## config.mk

```make
export PLATFORM = sky130hd
export DESIGN_NAME = ims_mask_stage
export DESIGN_NICKNAME = d
export VERILOG_FILES = /design/src/ims_gate.v /design/src/ims_mask_stage.v
export VERILOG_INCLUDE_DIRS = /design/src
export SDC_FILE = /design/constraint.sdc
export NUM_CORES = 1
export LEC_CHECK = 0
export BUFFER_PORTS_ARGS = -buffer_cell sky130_fd_sc_hd__buf_2
export CAP_MARGIN = 10
export CORE_ASPECT_RATIO = 1.25
export CORE_MARGIN = 4
export CORE_UTILIZATION = 40
export DETAILED_ROUTE_END_ITERATION = 8
export PLACE_DENSITY = 0.82
export SLEW_MARGIN = 5
export SYNTH_ARGS = -nofsm -noshare
export SYNTH_HDL_FRONTEND = slang
export SYNTH_SLANG_ARGS = --single-unit
```

## constraint.sdc

```tcl
create_clock -name I_CORE_CLK -period 1.48 [get_ports I_CORE_CLK]
set_input_delay 0.296 -clock I_CORE_CLK [delete_from_list [all_inputs] [get_ports I_CORE_CLK]]
set_output_delay 0.296 -clock I_CORE_CLK [all_outputs]
set_load 0.005 [all_outputs]
```

## src/ims_regs.vh

```
// register offsets, field positions and reset values of the interrupt source gate stage
`ifndef IMS_REGS_VH
`define IMS_REGS_VH

`define IMS_ADDR_W 8
`define IMS_DATA_W 32
`define IMS_SRC_N 14

`define IMS_GATED_VIEW_OFS 8'h2C
`define IMS_GATE_OFS 8'h30
`define IMS_UNGATED_VIEW_OFS 8'h34

`define IMS_BIT_RX_UNDER 0
`define IMS_BIT_RX_OVER 1
`define IMS_BIT_RX_FULL 2
`define IMS_BIT_TX_OVER 3
`define IMS_BIT_TX_EMPTY 4
`define IMS_BIT_RD_REQ 5
`define IMS_BIT_TRANSMIT_ABORTED 6
`define IMS_BIT_XFER_DONE 7
`define IMS_BIT_BUS_ACTIVITY 8
`define IMS_BIT_STOP_CONDITION 9
`define IMS_BIT_START_CONDITION 10
`define IMS_BIT_GENERAL_CALL 11
`define IMS_BIT_REPEATED_START 12
`define IMS_BIT_HOLD_EMPTY 13

`define IMS_GATE_RESET 14'h08FF
`define IMS_GATE_WRITABLE 14'h1FFF

`endif

```

## src/ims_gate.v

```verilog
// per-source gating of raw event flags and the or of the gated view
`timescale 1ns/10ps
`default_nettype none
`include "ims_regs.vh"

module ims_gate
(
	// raw flags and gate bits
	input wire [`IMS_SRC_N-1:0] i_raw,
	input wire [`IMS_SRC_N-1:0] i_gate,
	// gated view and its combined request
	output wire [`IMS_SRC_N-1:0] o_gated,
	output wire o_any
);

	genvar gi;
	generate
		for (gi = 0; gi < `IMS_SRC_N; gi = gi + 1)
		begin : g_src
			// a zero gate bit hides the source, a one passes it
			assign o_gated[gi] = i_raw[gi] & i_gate[gi];
		end
	endgenerate

	assign o_any = |o_gated;

endmodule
`default_nettype wire

```

## src/ims_mask_stage.v

```verilog
// interrupt source gate register, gated and ungated event views, request output
//
// What this block does
// - gate bit zero hides its source, one passes it through
// - bit 13 hold-with-empty-queue gate is read-only, resets zero, ignores writes
// - bit 12 repeated-start gate is read-write, resets zero
// - bit 11 general-call gate is read-write, resets one
// - bit 10 start-condition gate is read-write, resets zero
// - bit 9 stop-condition gate is read-write, resets zero
// - bit 8 bus-activity gate is read-write, resets zero
// - bit 7 transfer-finished gate is read-write, resets one
// - bit 6 transmit-aborted gate is read-write, resets one
// - bit 5 read-request gate is read-write, resets one
// - bit 4 transmit-queue-empty gate is read-write, resets one
// - bit 3 transmit-queue-overflow gate is read-write, resets one
// - bit 2 receive-queue-full gate is read-write, resets one
// - bit 1 receive-queue-overflow gate is read-write, resets one
// - bit 0 receive-queue-underflow gate is read-write, resets one
// - each gated view bit is its raw flag anded with its gate bit
// - ungated view shows raw flags regardless of gate settings
//
// The implementer's own choice: the address-and-strobe port.
`timescale 1ns/10ps
`default_nettype none
`include "ims_regs.vh"

module ims_mask_stage
(
	// clock and reset
	input wire I_CORE_CLK,
	input wire I_RESET,
	// register port
	input wire [`IMS_ADDR_W-1:0] I_ADDR,
	input wire [`IMS_DATA_W-1:0] I_WDATA,
	input wire I_WRITE,
	input wire I_READ,
	output reg [`IMS_DATA_W-1:0] O_RDATA,
	// raw event flags from the controller core, same clock
	input wire [`IMS_SRC_N-1:0] I_RAW_EVENTS,
	// gated view, gate register copy and request
	output reg [`IMS_SRC_N-1:0] O_GATED_VIEW,
	output reg [`IMS_SRC_N-1:0] O_GATE,
	output reg O_IRQ
);

	localparam [`IMS_SRC_N-1:0] GATE_RESET = `IMS_GATE_RESET;
	localparam [`IMS_SRC_N-1:0] GATE_WRITABLE = `IMS_GATE_WRITABLE;
	localparam [`IMS_DATA_W-`IMS_SRC_N-1:0] UPPER_ZERO = 18'h00000;

	reg [`IMS_SRC_N-1:0] gate_reg;
	reg [`IMS_DATA_W-1:0] rdata_next;
	wire [`IMS_SRC_N-1:0] gated_now;
	wire any_now;
	wire gate_wr;

	assign gate_wr = I_WRITE && (I_ADDR == `IMS_GATE_OFS);

	// each gate bit is its own flop so reset values and write access stay per source
	genvar gi;
	generate
		for (gi = 0; gi < `IMS_SRC_N; gi = gi + 1)
		begin : g_gate
			if (GATE_WRITABLE[gi])
			begin : g_rw
				always @(posedge I_CORE_CLK)
				begin
					if (I_RESET)
						gate_reg[gi] <= GATE_RESET[gi];
					else if (gate_wr)
						gate_reg[gi] <= I_WDATA[gi];
				end
			end
			else
			begin : g_ro
				// held at its reset value so the hold-with-empty-queue source stays hidden
				always @(posedge I_CORE_CLK)
				begin
					gate_reg[gi] <= GATE_RESET[gi];
				end
			end
		end
	endgenerate

	ims_gate u_gate
	(
		.i_raw(I_RAW_EVENTS),
		.i_gate(gate_reg),
		.o_gated(gated_now),
		.o_any(any_now)
	);

	// read mux; upper bits are constant zero and never stored
	always @*
	begin
		rdata_next = {`IMS_DATA_W{1'b0}};
		if (I_READ)
		begin
			case (I_ADDR)
				`IMS_GATE_OFS: rdata_next = {UPPER_ZERO, gate_reg};
				`IMS_GATED_VIEW_OFS: rdata_next = {UPPER_ZERO, gated_now};
				`IMS_UNGATED_VIEW_OFS: rdata_next = {UPPER_ZERO, I_RAW_EVENTS};
				default: rdata_next = {`IMS_DATA_W{1'b0}};
			endcase
		end
	end

	// read data stand only in the cycle after the strobe
	always @(posedge I_CORE_CLK)
	begin
		if (I_RESET)
		begin
			O_RDATA <= {`IMS_DATA_W{1'b0}};
			O_GATED_VIEW <= {`IMS_SRC_N{1'b0}};
			O_GATE <= GATE_RESET;
			O_IRQ <= 1'b0;
		end
		else
		begin
			O_RDATA <= rdata_next;
			O_GATED_VIEW <= gated_now;
			O_GATE <= gate_reg;
			O_IRQ <= any_now;
		end
	end

endmodule
`default_nettype wire

```

==> results of run 1 <==
logic make-up (layout without fill, tap and decap cells):
kind of cell	Yosys count	in the layout	synth area share [%]
simple gates	97	97	28.1
flops	54	54	47.4
compound gates	45	45	13.3
buf+inv	39	105	10.9
other cells	1	20	0.165
placed cells by master, fill, tap and decap left out, drive strengths merged:
master	synthesis	routed
and4bb	2	2
a222oi	1	1
nor3b	1	1
and3	5	5
and4	1	1
nor4bb	1	1
o31ai	4	4
clkinv	0	1
buf	28	95
nand2	5	5
a221oi	1	1
or4b	2	2
dfxtp	54	54
nor4	10	10
inv	2	2
nand3	27	27
o211ai	1	1
and3b	1	1
a22o	1	1
o21ai	9	9
nor2	5	5
a21oi	4	4
nor2b	5	5
nand4	17	17
or2	9	9
clkbuf	9	7
a22oi	1	1
conb	1	20
a41oi	1	1
and2	4	4
a31oi	22	22
nor4b	2	2
metrics by stage:
stage / std cells / utilization (%) / setup TNS [ps]
floorplan: 255 / - / 0
global placement: 377 / 50.6 / -741
detailed placement: 377 / 50.6 / -1160
CTS: 385 / 52.2 / 0
global route: 385 / 52.2 / 0
finish: 385 / 52.2 / 0
power by group:
group          internal [uW]  switching [uW]  total [uW]
registers               1470            3.47        1470
logic                   99.3             132         231
clock network            378             427         805
worst register-to-register path, delay by kind of cell (launching register included):
kind             cells  cell delay (ps)
AO/OA/AOI/OAI        2              410
flip-flops           1              370
AND/OR/NAND/NOR      1              240
worst paths after layout:
kind                          from           to  slack, ps  cells past startpoint
setup / recovery         I_ADDR[0]  gate_reg[6]        190                      4
hold / removal    I_RAW_EVENTS[13]  O_RDATA[13]        250                      3
setup reg to reg       gate_reg[7]        O_IRQ        340                      3
hold reg to reg        gate_reg[8]  gate_reg[8]        510                      2
area by class of cell:
cell class / instances / area (um^2) / area share (%)
tap: 64 / 80.1 / 2.80
inverter: 2 / 7.51 / 0.262
timing repair buffer: 95 / 566 / 19.8
clock buffer: 7 / 86.3 / 3.02
sequential: 54 / 1080 / 37.8
clock inverter: 1 / 5.00 / 0.175
multi-input combinational: 162 / 1040 / 36.2
layer usage:
layer | track usage, % | wire length, um | vias up
li1 | - | - | 1006
met1 | 16.8 | 2070 | 934
met2 | 26.2 | 2630 | 107
met3 | 4.13 | 589 | 2
met4 | 4.37 | 35 | 0
met5 | 0 | 0 | -
==> impl_metrics.env, run 1 <==
export IMPL_die_w_um=75.5
export IMPL_worstMarginPinSlew_ps=570
export IMPL_fillers=516
export IMPL_ctsHoldBuffers=0
export IMPL_portBuffers=79
export IMPL_drt_iter0_markers=130
export IMPL_max_freq_mhz=778
export IMPL_grt_ovfl_total=0
export IMPL_syn_area_um2=2280
export IMPL_antenna_cells=0
export IMPL_drc_errors=0
export IMPL_netlist_instances=236
export IMPL_cts_resized_gates=0
export IMPL_dp_hpwl_um=4080
export IMPL_crit_type="primary input to flip-flop"
export IMPL_wl_um=5320
export IMPL_status="complete, no violations"
export IMPL_grt_antenna_before_repair=0
export IMPL_syn_area_per_cell_um2=9.65
export IMPL_vias=2049
export IMPL_cts_tree="yes"
export IMPL_fp_row_count=30
export IMPL_ys_types=34
export IMPL_syn2layout_area_growth_pct=25.6
export IMPL_power_leakage_uw=0.00118
export IMPL_clock_root_buffer="clkbuf_8"
export IMPL_synth_top_area_share_pct=47.4
export IMPL_setup_violations=0
export IMPL_crit_chain="buf_2, or4b_4, nor4_1, o21ai_1"
export IMPL_ant_nets=0
export IMPL_clock_skew_ps=12.1
export IMPL_hold_viol_final=0
export IMPL_ys_flop_type="dfxtp_1"
export IMPL_path_buf_inv=1
export IMPL_die_h_um=92.4
export IMPL_cts_buffer_depth=2
export IMPL_cp_end_kind="flip-flop"
export IMPL_relSlewSlack_pct=62.0
export IMPL_yosysMostFrequentCell="dfxtp_1"
export IMPL_drv_cap=0
export IMPL_powerDensity_nw_per_um2=876
export IMPL_path_delay_family="simple AND/OR/NAND/NOR gates"
export IMPL_yosys_area_top_type="dfxtp_1"
export IMPL_grt_pass1_wl_um=8180
export IMPL_grt_pass1_vias=1773
export IMPL_initial_core_util_pct=41.6
export IMPL_synth_edf_count=0
export IMPL_boundaryPins=119
export IMPL_fin_hold_ws_ps=250
export IMPL_dr_pass1_iters=6
export IMPL_grt_max_degree=50
export IMPL_place_ws_ps=-105
export IMPL_cts_setup_buffers=0
export IMPL_viasPerCell=5.32
export IMPL_yosys_warnings=0
export IMPL_cts_sinks=54
export IMPL_p_total_uw=2510
export IMPL_place_area_um2=2770
export IMPL_synth_area_top_cells="dfxtp_1 (47%), buf_4 (7.2%), a31oi_1 (6.0%), nand3_1 (5.9%), nand4_1 (4.7%)"
export IMPL_min_period_over_period_pct=86.9
export IMPL_yosysSeqAreaShare_pct=47.4
export IMPL_worst_path_largest_cell_delay_ps=640
export IMPL_slew_violations=0
export IMPL_path_max_fanout=13
export IMPL_clk_latency_ps=290
export IMPL_coreArea_um2=5480
export IMPL_top_register="O_RDATA"
export IMPL_clk_pin_slew_ps=90
export IMPL_min_period_ps=1290
export IMPL_drive_above_1_share_pct=38.9
export IMPL_numCtsBuffers=5
export IMPL_peakVddDrop_mv=0.393
export IMPL_async_flop_share_pct=0
export IMPL_nNetsFinal=378
export IMPL_crit_arrival_ps=1450
export IMPL_design_area_um2=2860
export IMPL_yosys_top_cells_count="dfxtp_1 (54), nand3_1 (27), a31oi_1 (22), buf_4 (22), nand4_1 (17)"
export IMPL_avgRoutedWirePerCell_um=13.8
export IMPL_crit_slowest_cell="or4b_4"
export IMPL_largest_reg_flops=14
export IMPL_grt_usage_pct=14.8
export IMPL_crit_path_start_kind="primary input"
export IMPL_setup_slack_ps=194
export IMPL_hp_class="primary input to flip-flop"
export IMPL_dieArea_um2=6980
export IMPL_h_tree_depth=2
export IMPL_rsz0062_at_grt="false"
export IMPL_synth_seq_cells=54
export IMPL_required_ps=1650
export IMPL_gp_congestion=0.767
No activity file was read; power rests on OpenSTA's default activity.
==> run 2: changes to the inputs <==
- BUFFER_PORTS_ARGS: -buffer_cell sky130_fd_sc_hd__buf_2 -> -buffer_cell sky130_fd_sc_hd__clkbuf_2
- CORE_UTILIZATION: 40 -> 45
- PLACE_DENSITY: 0.82 -> 0.87
- clock period: 1.48 -> 1.27 ns (I/O delays scaled with it)
==> impl_metrics.env, run 2 (same netlist as run 1, synthesis figures left out) <==
export IMPL_numCtsBuffers=5
export IMPL_coreArea_um2=4830
export IMPL_crit_path_end="O_RDATA[0]"
export IMPL_portBuffers=79
export IMPL_max_freq_mhz=755
export IMPL_drc_errors=0
export IMPL_finalSetupTns_ps=-156
export IMPL_dr_pass1_iters=7
export IMPL_drt_iter0_markers=235
export IMPL_peakVddDrop_mv=0.401
export IMPL_required_ps=1490
export IMPL_drive_above_1_share_pct=41.6
export IMPL_avgRoutedWirePerCell_um=16.8
export IMPL_dp_hpwl_um=4400
export IMPL_cts_buffer_depth=2
export IMPL_worstMarginPinSlew_ps=638
export IMPL_grt_ovfl_total=0
export IMPL_clk_pin_slew_ps=80
export IMPL_worst_r2r_endpoint="O_IRQ"
export IMPL_startpoint="I_ADDR[7]"
export IMPL_syn2layout_area_growth_pct=34.2
export IMPL_path_max_fanout=7
export IMPL_antenna_cells=0
export IMPL_r2r_start="gate_reg[7]"
export IMPL_setup_slack_ps=-54.2
export IMPL_setup_violations=6
export IMPL_grt_pass1_wl_um=9140
export IMPL_final_cell_mix="clkbuf_2 (79), dfxtp_1 (54), nand3_1 (27), a31oi_1 (21), conb_1 (20)"
export IMPL_crit_arrival_ps=1540
export IMPL_relSlewSlack_pct=57.4
export IMPL_drv_cap=0
export IMPL_powerDensity_nw_per_um2=1020
export IMPL_fillers=400
export IMPL_grt_antenna_before_repair=0
export IMPL_gp_congestion=0.788
export IMPL_crit_path_start_kind="primary input"
export IMPL_ant_nets=0
export IMPL_cts_tree="yes"
export IMPL_die_h_um=87.6
export IMPL_min_period_ps=1320
export IMPL_largest_reg_flops=14
export IMPL_nNetsFinal=389
export IMPL_h_tree_depth=2
export IMPL_fp_row_count=28
export IMPL_boundaryPins=119
export IMPL_p_total_uw=3130
export IMPL_clk_latency_ps=310
export IMPL_top_register="O_RDATA"
export IMPL_rsz0062_at_grt="true"
export IMPL_status="finished, violations left"
export IMPL_mostFrequentLayoutCell="clkbuf_2"
export IMPL_rr_worst_depth=3
export IMPL_hp_class="primary input to flip-flop"
export IMPL_slew_violations=0
export IMPL_cts_sinks=54
export IMPL_grt_usage_pct=18.5
export IMPL_power_leakage_uw=0.00126
export IMPL_vias=2223
export IMPL_hold_viol_final=0
export IMPL_viasPerCell=5.67
export IMPL_grt_max_degree=50
export IMPL_violations="negative setup slack"
export IMPL_grt_pass1_vias=1941
export IMPL_min_period_over_period_pct=104
export IMPL_cp_end_kind="flip-flop"
export IMPL_initial_core_util_pct=47.1
export IMPL_fin_hold_ws_ps=159
export IMPL_clock_root_buffer="clkbuf_8"
export IMPL_rrSetupSlack_ps=130
export IMPL_crit_type="primary input to flip-flop"
export IMPL_wl_um=6590
export IMPL_die_w_um=71.6
export IMPL_clock_skew_ps=6.05
export IMPL_dieArea_um2=6270
[run 2: cell count changes in the layout (fill, tap and decap cells not counted), moves of 2 or more]
cell and delta:
buf_2 -79, nor4_4 +2, nor4_1 -2, buf_4 +7, clkbuf_16 +3, clkbuf_2 +79
[run 2: worst min-delay path by stage]
stage	start	endpoint	slack [ps]	depth (start not counted)
final	I_RAW_EVENTS[13]	O_RDATA[13]	160	3
after global placement	I_RAW_EVENTS[13]	O_RDATA[13]	480	3
after floorplan	I_RESET	O_GATE[10]	330	1
after CTS	I_RAW_EVENTS[13]	O_RDATA[13]	160	3
after global routing	I_RAW_EVENTS[13]	O_RDATA[13]	170	3
after detailed placement	I_RAW_EVENTS[13]	O_RDATA[13]	480	3
[run 2: critical path, cell delays in order]
cell	delay (ps)
clkbuf_2	90
buf_4	140
nor4b_4	290
buf_4	220
buf_12	130
nand4_1	160
a31oi_2	260
[run 2: metrics by stage]
stage,area (um^2),utilization [%],setup WS [ps],instances
floorplan,2350,-,-95.6,255
global placement,2820,58.3,-288,378
detailed placement,2820,58.3,-349,378
CTS,2930,60.6,21.5,386
global route,3060,63.2,-88.5,392
finish,3060,63.2,-54.2,392
[run 2: layout make-up]
type	count	area, um^2	area share, %
Sequential cell	54	1080	35.4
Multi-Input combinational cell	162	1070	35.1
Timing Repair Buffer	106	713	23.3
Clock buffer	7	76.3	2.50
Tap cell	60	75.1	2.46
Clock inverter	1	30.0	0.982
Inverter	2	7.51	0.246
[run 2: repair_timing]
item,in CTS,in global routing
pin swaps,0,2
cloned,0,3
setup endpoints to repair,1,4
resized for setup,1,4
buffers inserted,0,3
hold buffers,0,0
[run 2: power breakdown]
part,switching (uW),leakage (uW),internal (uW)
Clock,516,0.0000524,590
Combinational,174,0.000774,137
Sequential,5.16,0.000438,1710
[run 2: per-layer routing]
| layer | vias up | global-route usage (%) | wire (um) |
|---|---|---|---|
| met2 | 164 | 34.3 | 3450 |
| met3 | 26 | 3.44 | 663 |
| met5 | - | 0 | 0 |
| met1 | 1003 | 20.1 | 2260 |
| li1 | 1030 | - | - |
| met4 | 0 | 8.55 | 215 |
==> run 3: changes to the inputs <==
- CORE_MARGIN: 4 -> unset
==> impl_metrics.env, run 3 (same netlist as run 1, synthesis figures left out) <==
export IMPL_status="complete, no violations"
export IMPL_grt_max_degree=50
export IMPL_vias=2161
export IMPL_clock_root_buffer="clkbuf_8"
export IMPL_required_ps=1470
export IMPL_nNetsFinal=386
export IMPL_largest_reg_flops=14
export IMPL_crit_path_start_kind="primary input"
export IMPL_drive_above_1_share_pct=41.6
export IMPL_startpoint="I_ADDR[7]"
export IMPL_finalSetupTns_ps=0
export IMPL_antenna_cells=0
export IMPL_cp_end_kind="flip-flop"
export IMPL_wl_um=5600
export IMPL_top_register="O_RDATA"
export IMPL_dp_cells=379
export IMPL_hp_class="primary input to flip-flop"
export IMPL_path_delay_family="simple AND/OR/NAND/NOR gates"
export IMPL_crit_slowest_cell="or4b_4"
export IMPL_clk_pin_slew_ps=90
export IMPL_r2r_start="gate_reg[9]"
export IMPL_h_tree_depth=2
export IMPL_ctsHoldBuffers=0
export IMPL_powerDensity_nw_per_um2=1050
export IMPL_die_w_um=65.6
export IMPL_portBuffers=79
export IMPL_die_h_um=81.6
export IMPL_grt_antenna_before_repair=0
export IMPL_setup_violations=0
export IMPL_peakVddDrop_mv=0.400
export IMPL_cts_sinks=54
export IMPL_drv_cap=0
export IMPL_fin_hold_ws_ps=166
export IMPL_worst_path_largest_cell_delay_ps=670
export IMPL_min_delay_start="I_RAW_EVENTS[13]"
export IMPL_viasPerCell=5.56
export IMPL_avgRoutedWirePerCell_um=14.4
export IMPL_grt_pass1_vias=1806
export IMPL_max_freq_mhz=827
export IMPL_drt_iter0_markers=133
export IMPL_clk_latency_ps=310
export IMPL_ant_nets=0
export IMPL_grt_usage_pct=20.3
export IMPL_final_util_pct=61.7
export IMPL_drc_errors=0
export IMPL_final_cell_mix="clkbuf_2 (79), dfxtp_1 (54), nand3_1 (27), a31oi_1 (22)"
export IMPL_path_buf_inv=1
export IMPL_crit_chain="clkbuf_2, or4b_4, nor4_2, o21ai_1"
export IMPL_slew_violations=0
export IMPL_crit_type="primary input to flip-flop"
export IMPL_numCtsBuffers=5
export IMPL_min_period_ps=1210
export IMPL_mostFrequentLayoutCell="clkbuf_2"
export IMPL_gp_congestion=0.804
export IMPL_power_leakage_uw=0.00123
export IMPL_cts_tree="yes"
export IMPL_hold_viol_final=0
export IMPL_relSlewSlack_pct=59.8
export IMPL_rsz0062_at_grt="false"
export IMPL_fp_row_count=28
export IMPL_min_period_over_period_pct=95.2
export IMPL_grt_ovfl_total=0
export IMPL_crit_arrival_ps=1410
export IMPL_dieArea_um2=5350
export IMPL_worstMarginPinSlew_ps=602
export IMPL_grt_pass1_wl_um=8370
export IMPL_coreArea_um2=4800
export IMPL_dr_pass1_iters=4
export IMPL_cts_buffer_depth=2
export IMPL_path_max_fanout=13
export IMPL_fin_cells=389
export IMPL_dp_hpwl_um=4080
export IMPL_syn2layout_area_growth_pct=29.9
export IMPL_initial_core_util_pct=47.5
export IMPL_boundaryPins=119
export IMPL_clock_skew_ps=14.0
[run 3: cell count changes in the layout (fill, tap and decap cells not counted)]
cell       previous run  this run
nor4_2                6         9
buf_12                5         3
clkbuf_1              2         0
clkbuf_16             3         1
clkinv_2              0         2
nor4_4                2         0
a31oi_1              21        22
a31oi_2               1         0
buf_4                19        20
nor4_1                2         1
[run 3: final cells by class]
class,instances,area (um^2)
multi-input cells,162,1060
fillers,407,1840
inverters,2,7.51
clock inverters,3,40.0
well taps,60,75.1
repair buffers,103,631
flip-flops and latches,54,1080
clock buffers,5,68.8
[run 3: path summary, 6_finish.rpt]
kind | to | slack, ps | depth (start not counted)
worst max-delay path | gate_reg[7] | 60 | 4
worst min register to register | gate_reg[8] | 530 | 2
worst max register to register | O_IRQ | 110 | 3
worst min-delay path | O_RDATA[13] | 170 | 3
[run 3: metrics by stage]
stage	setup WS, ps	total power [uW]	cell area [um^2]
finish	61.2	3110	2960
CTS	33.8	3110	2910
global placement	-234	2020	2800
global route	16.8	3210	2960
detailed placement	-336	2030	2800
floorplan	-95.6	1910	2350
[run 3: worst min-delay path, stage by stage]
cell      delay [ps]
clkbuf_2          80
nand3_1           60
nor2_1            40
[run 3: power by group]
group,internal [uW],switching [uW]
clock,580,528
combinational,124,162
sequential,1710,5.11
[run 3: what timing repair did]
item,4_1_cts,5_1_grt
gates resized for setup,1,2
endpoints found under the setup margin,1,5
setup buffers,0,1
pin swaps,0,1
cloned,0,1
[run 3: layer usage]
layer,routed length (um),vias up,global-route usage [%]
met5,0,-,0
met4,140,0,10.2
met3,366,13,2.92
met2,2800,113,34.8
met1,2290,1015,24.6
li1,-,1020,-
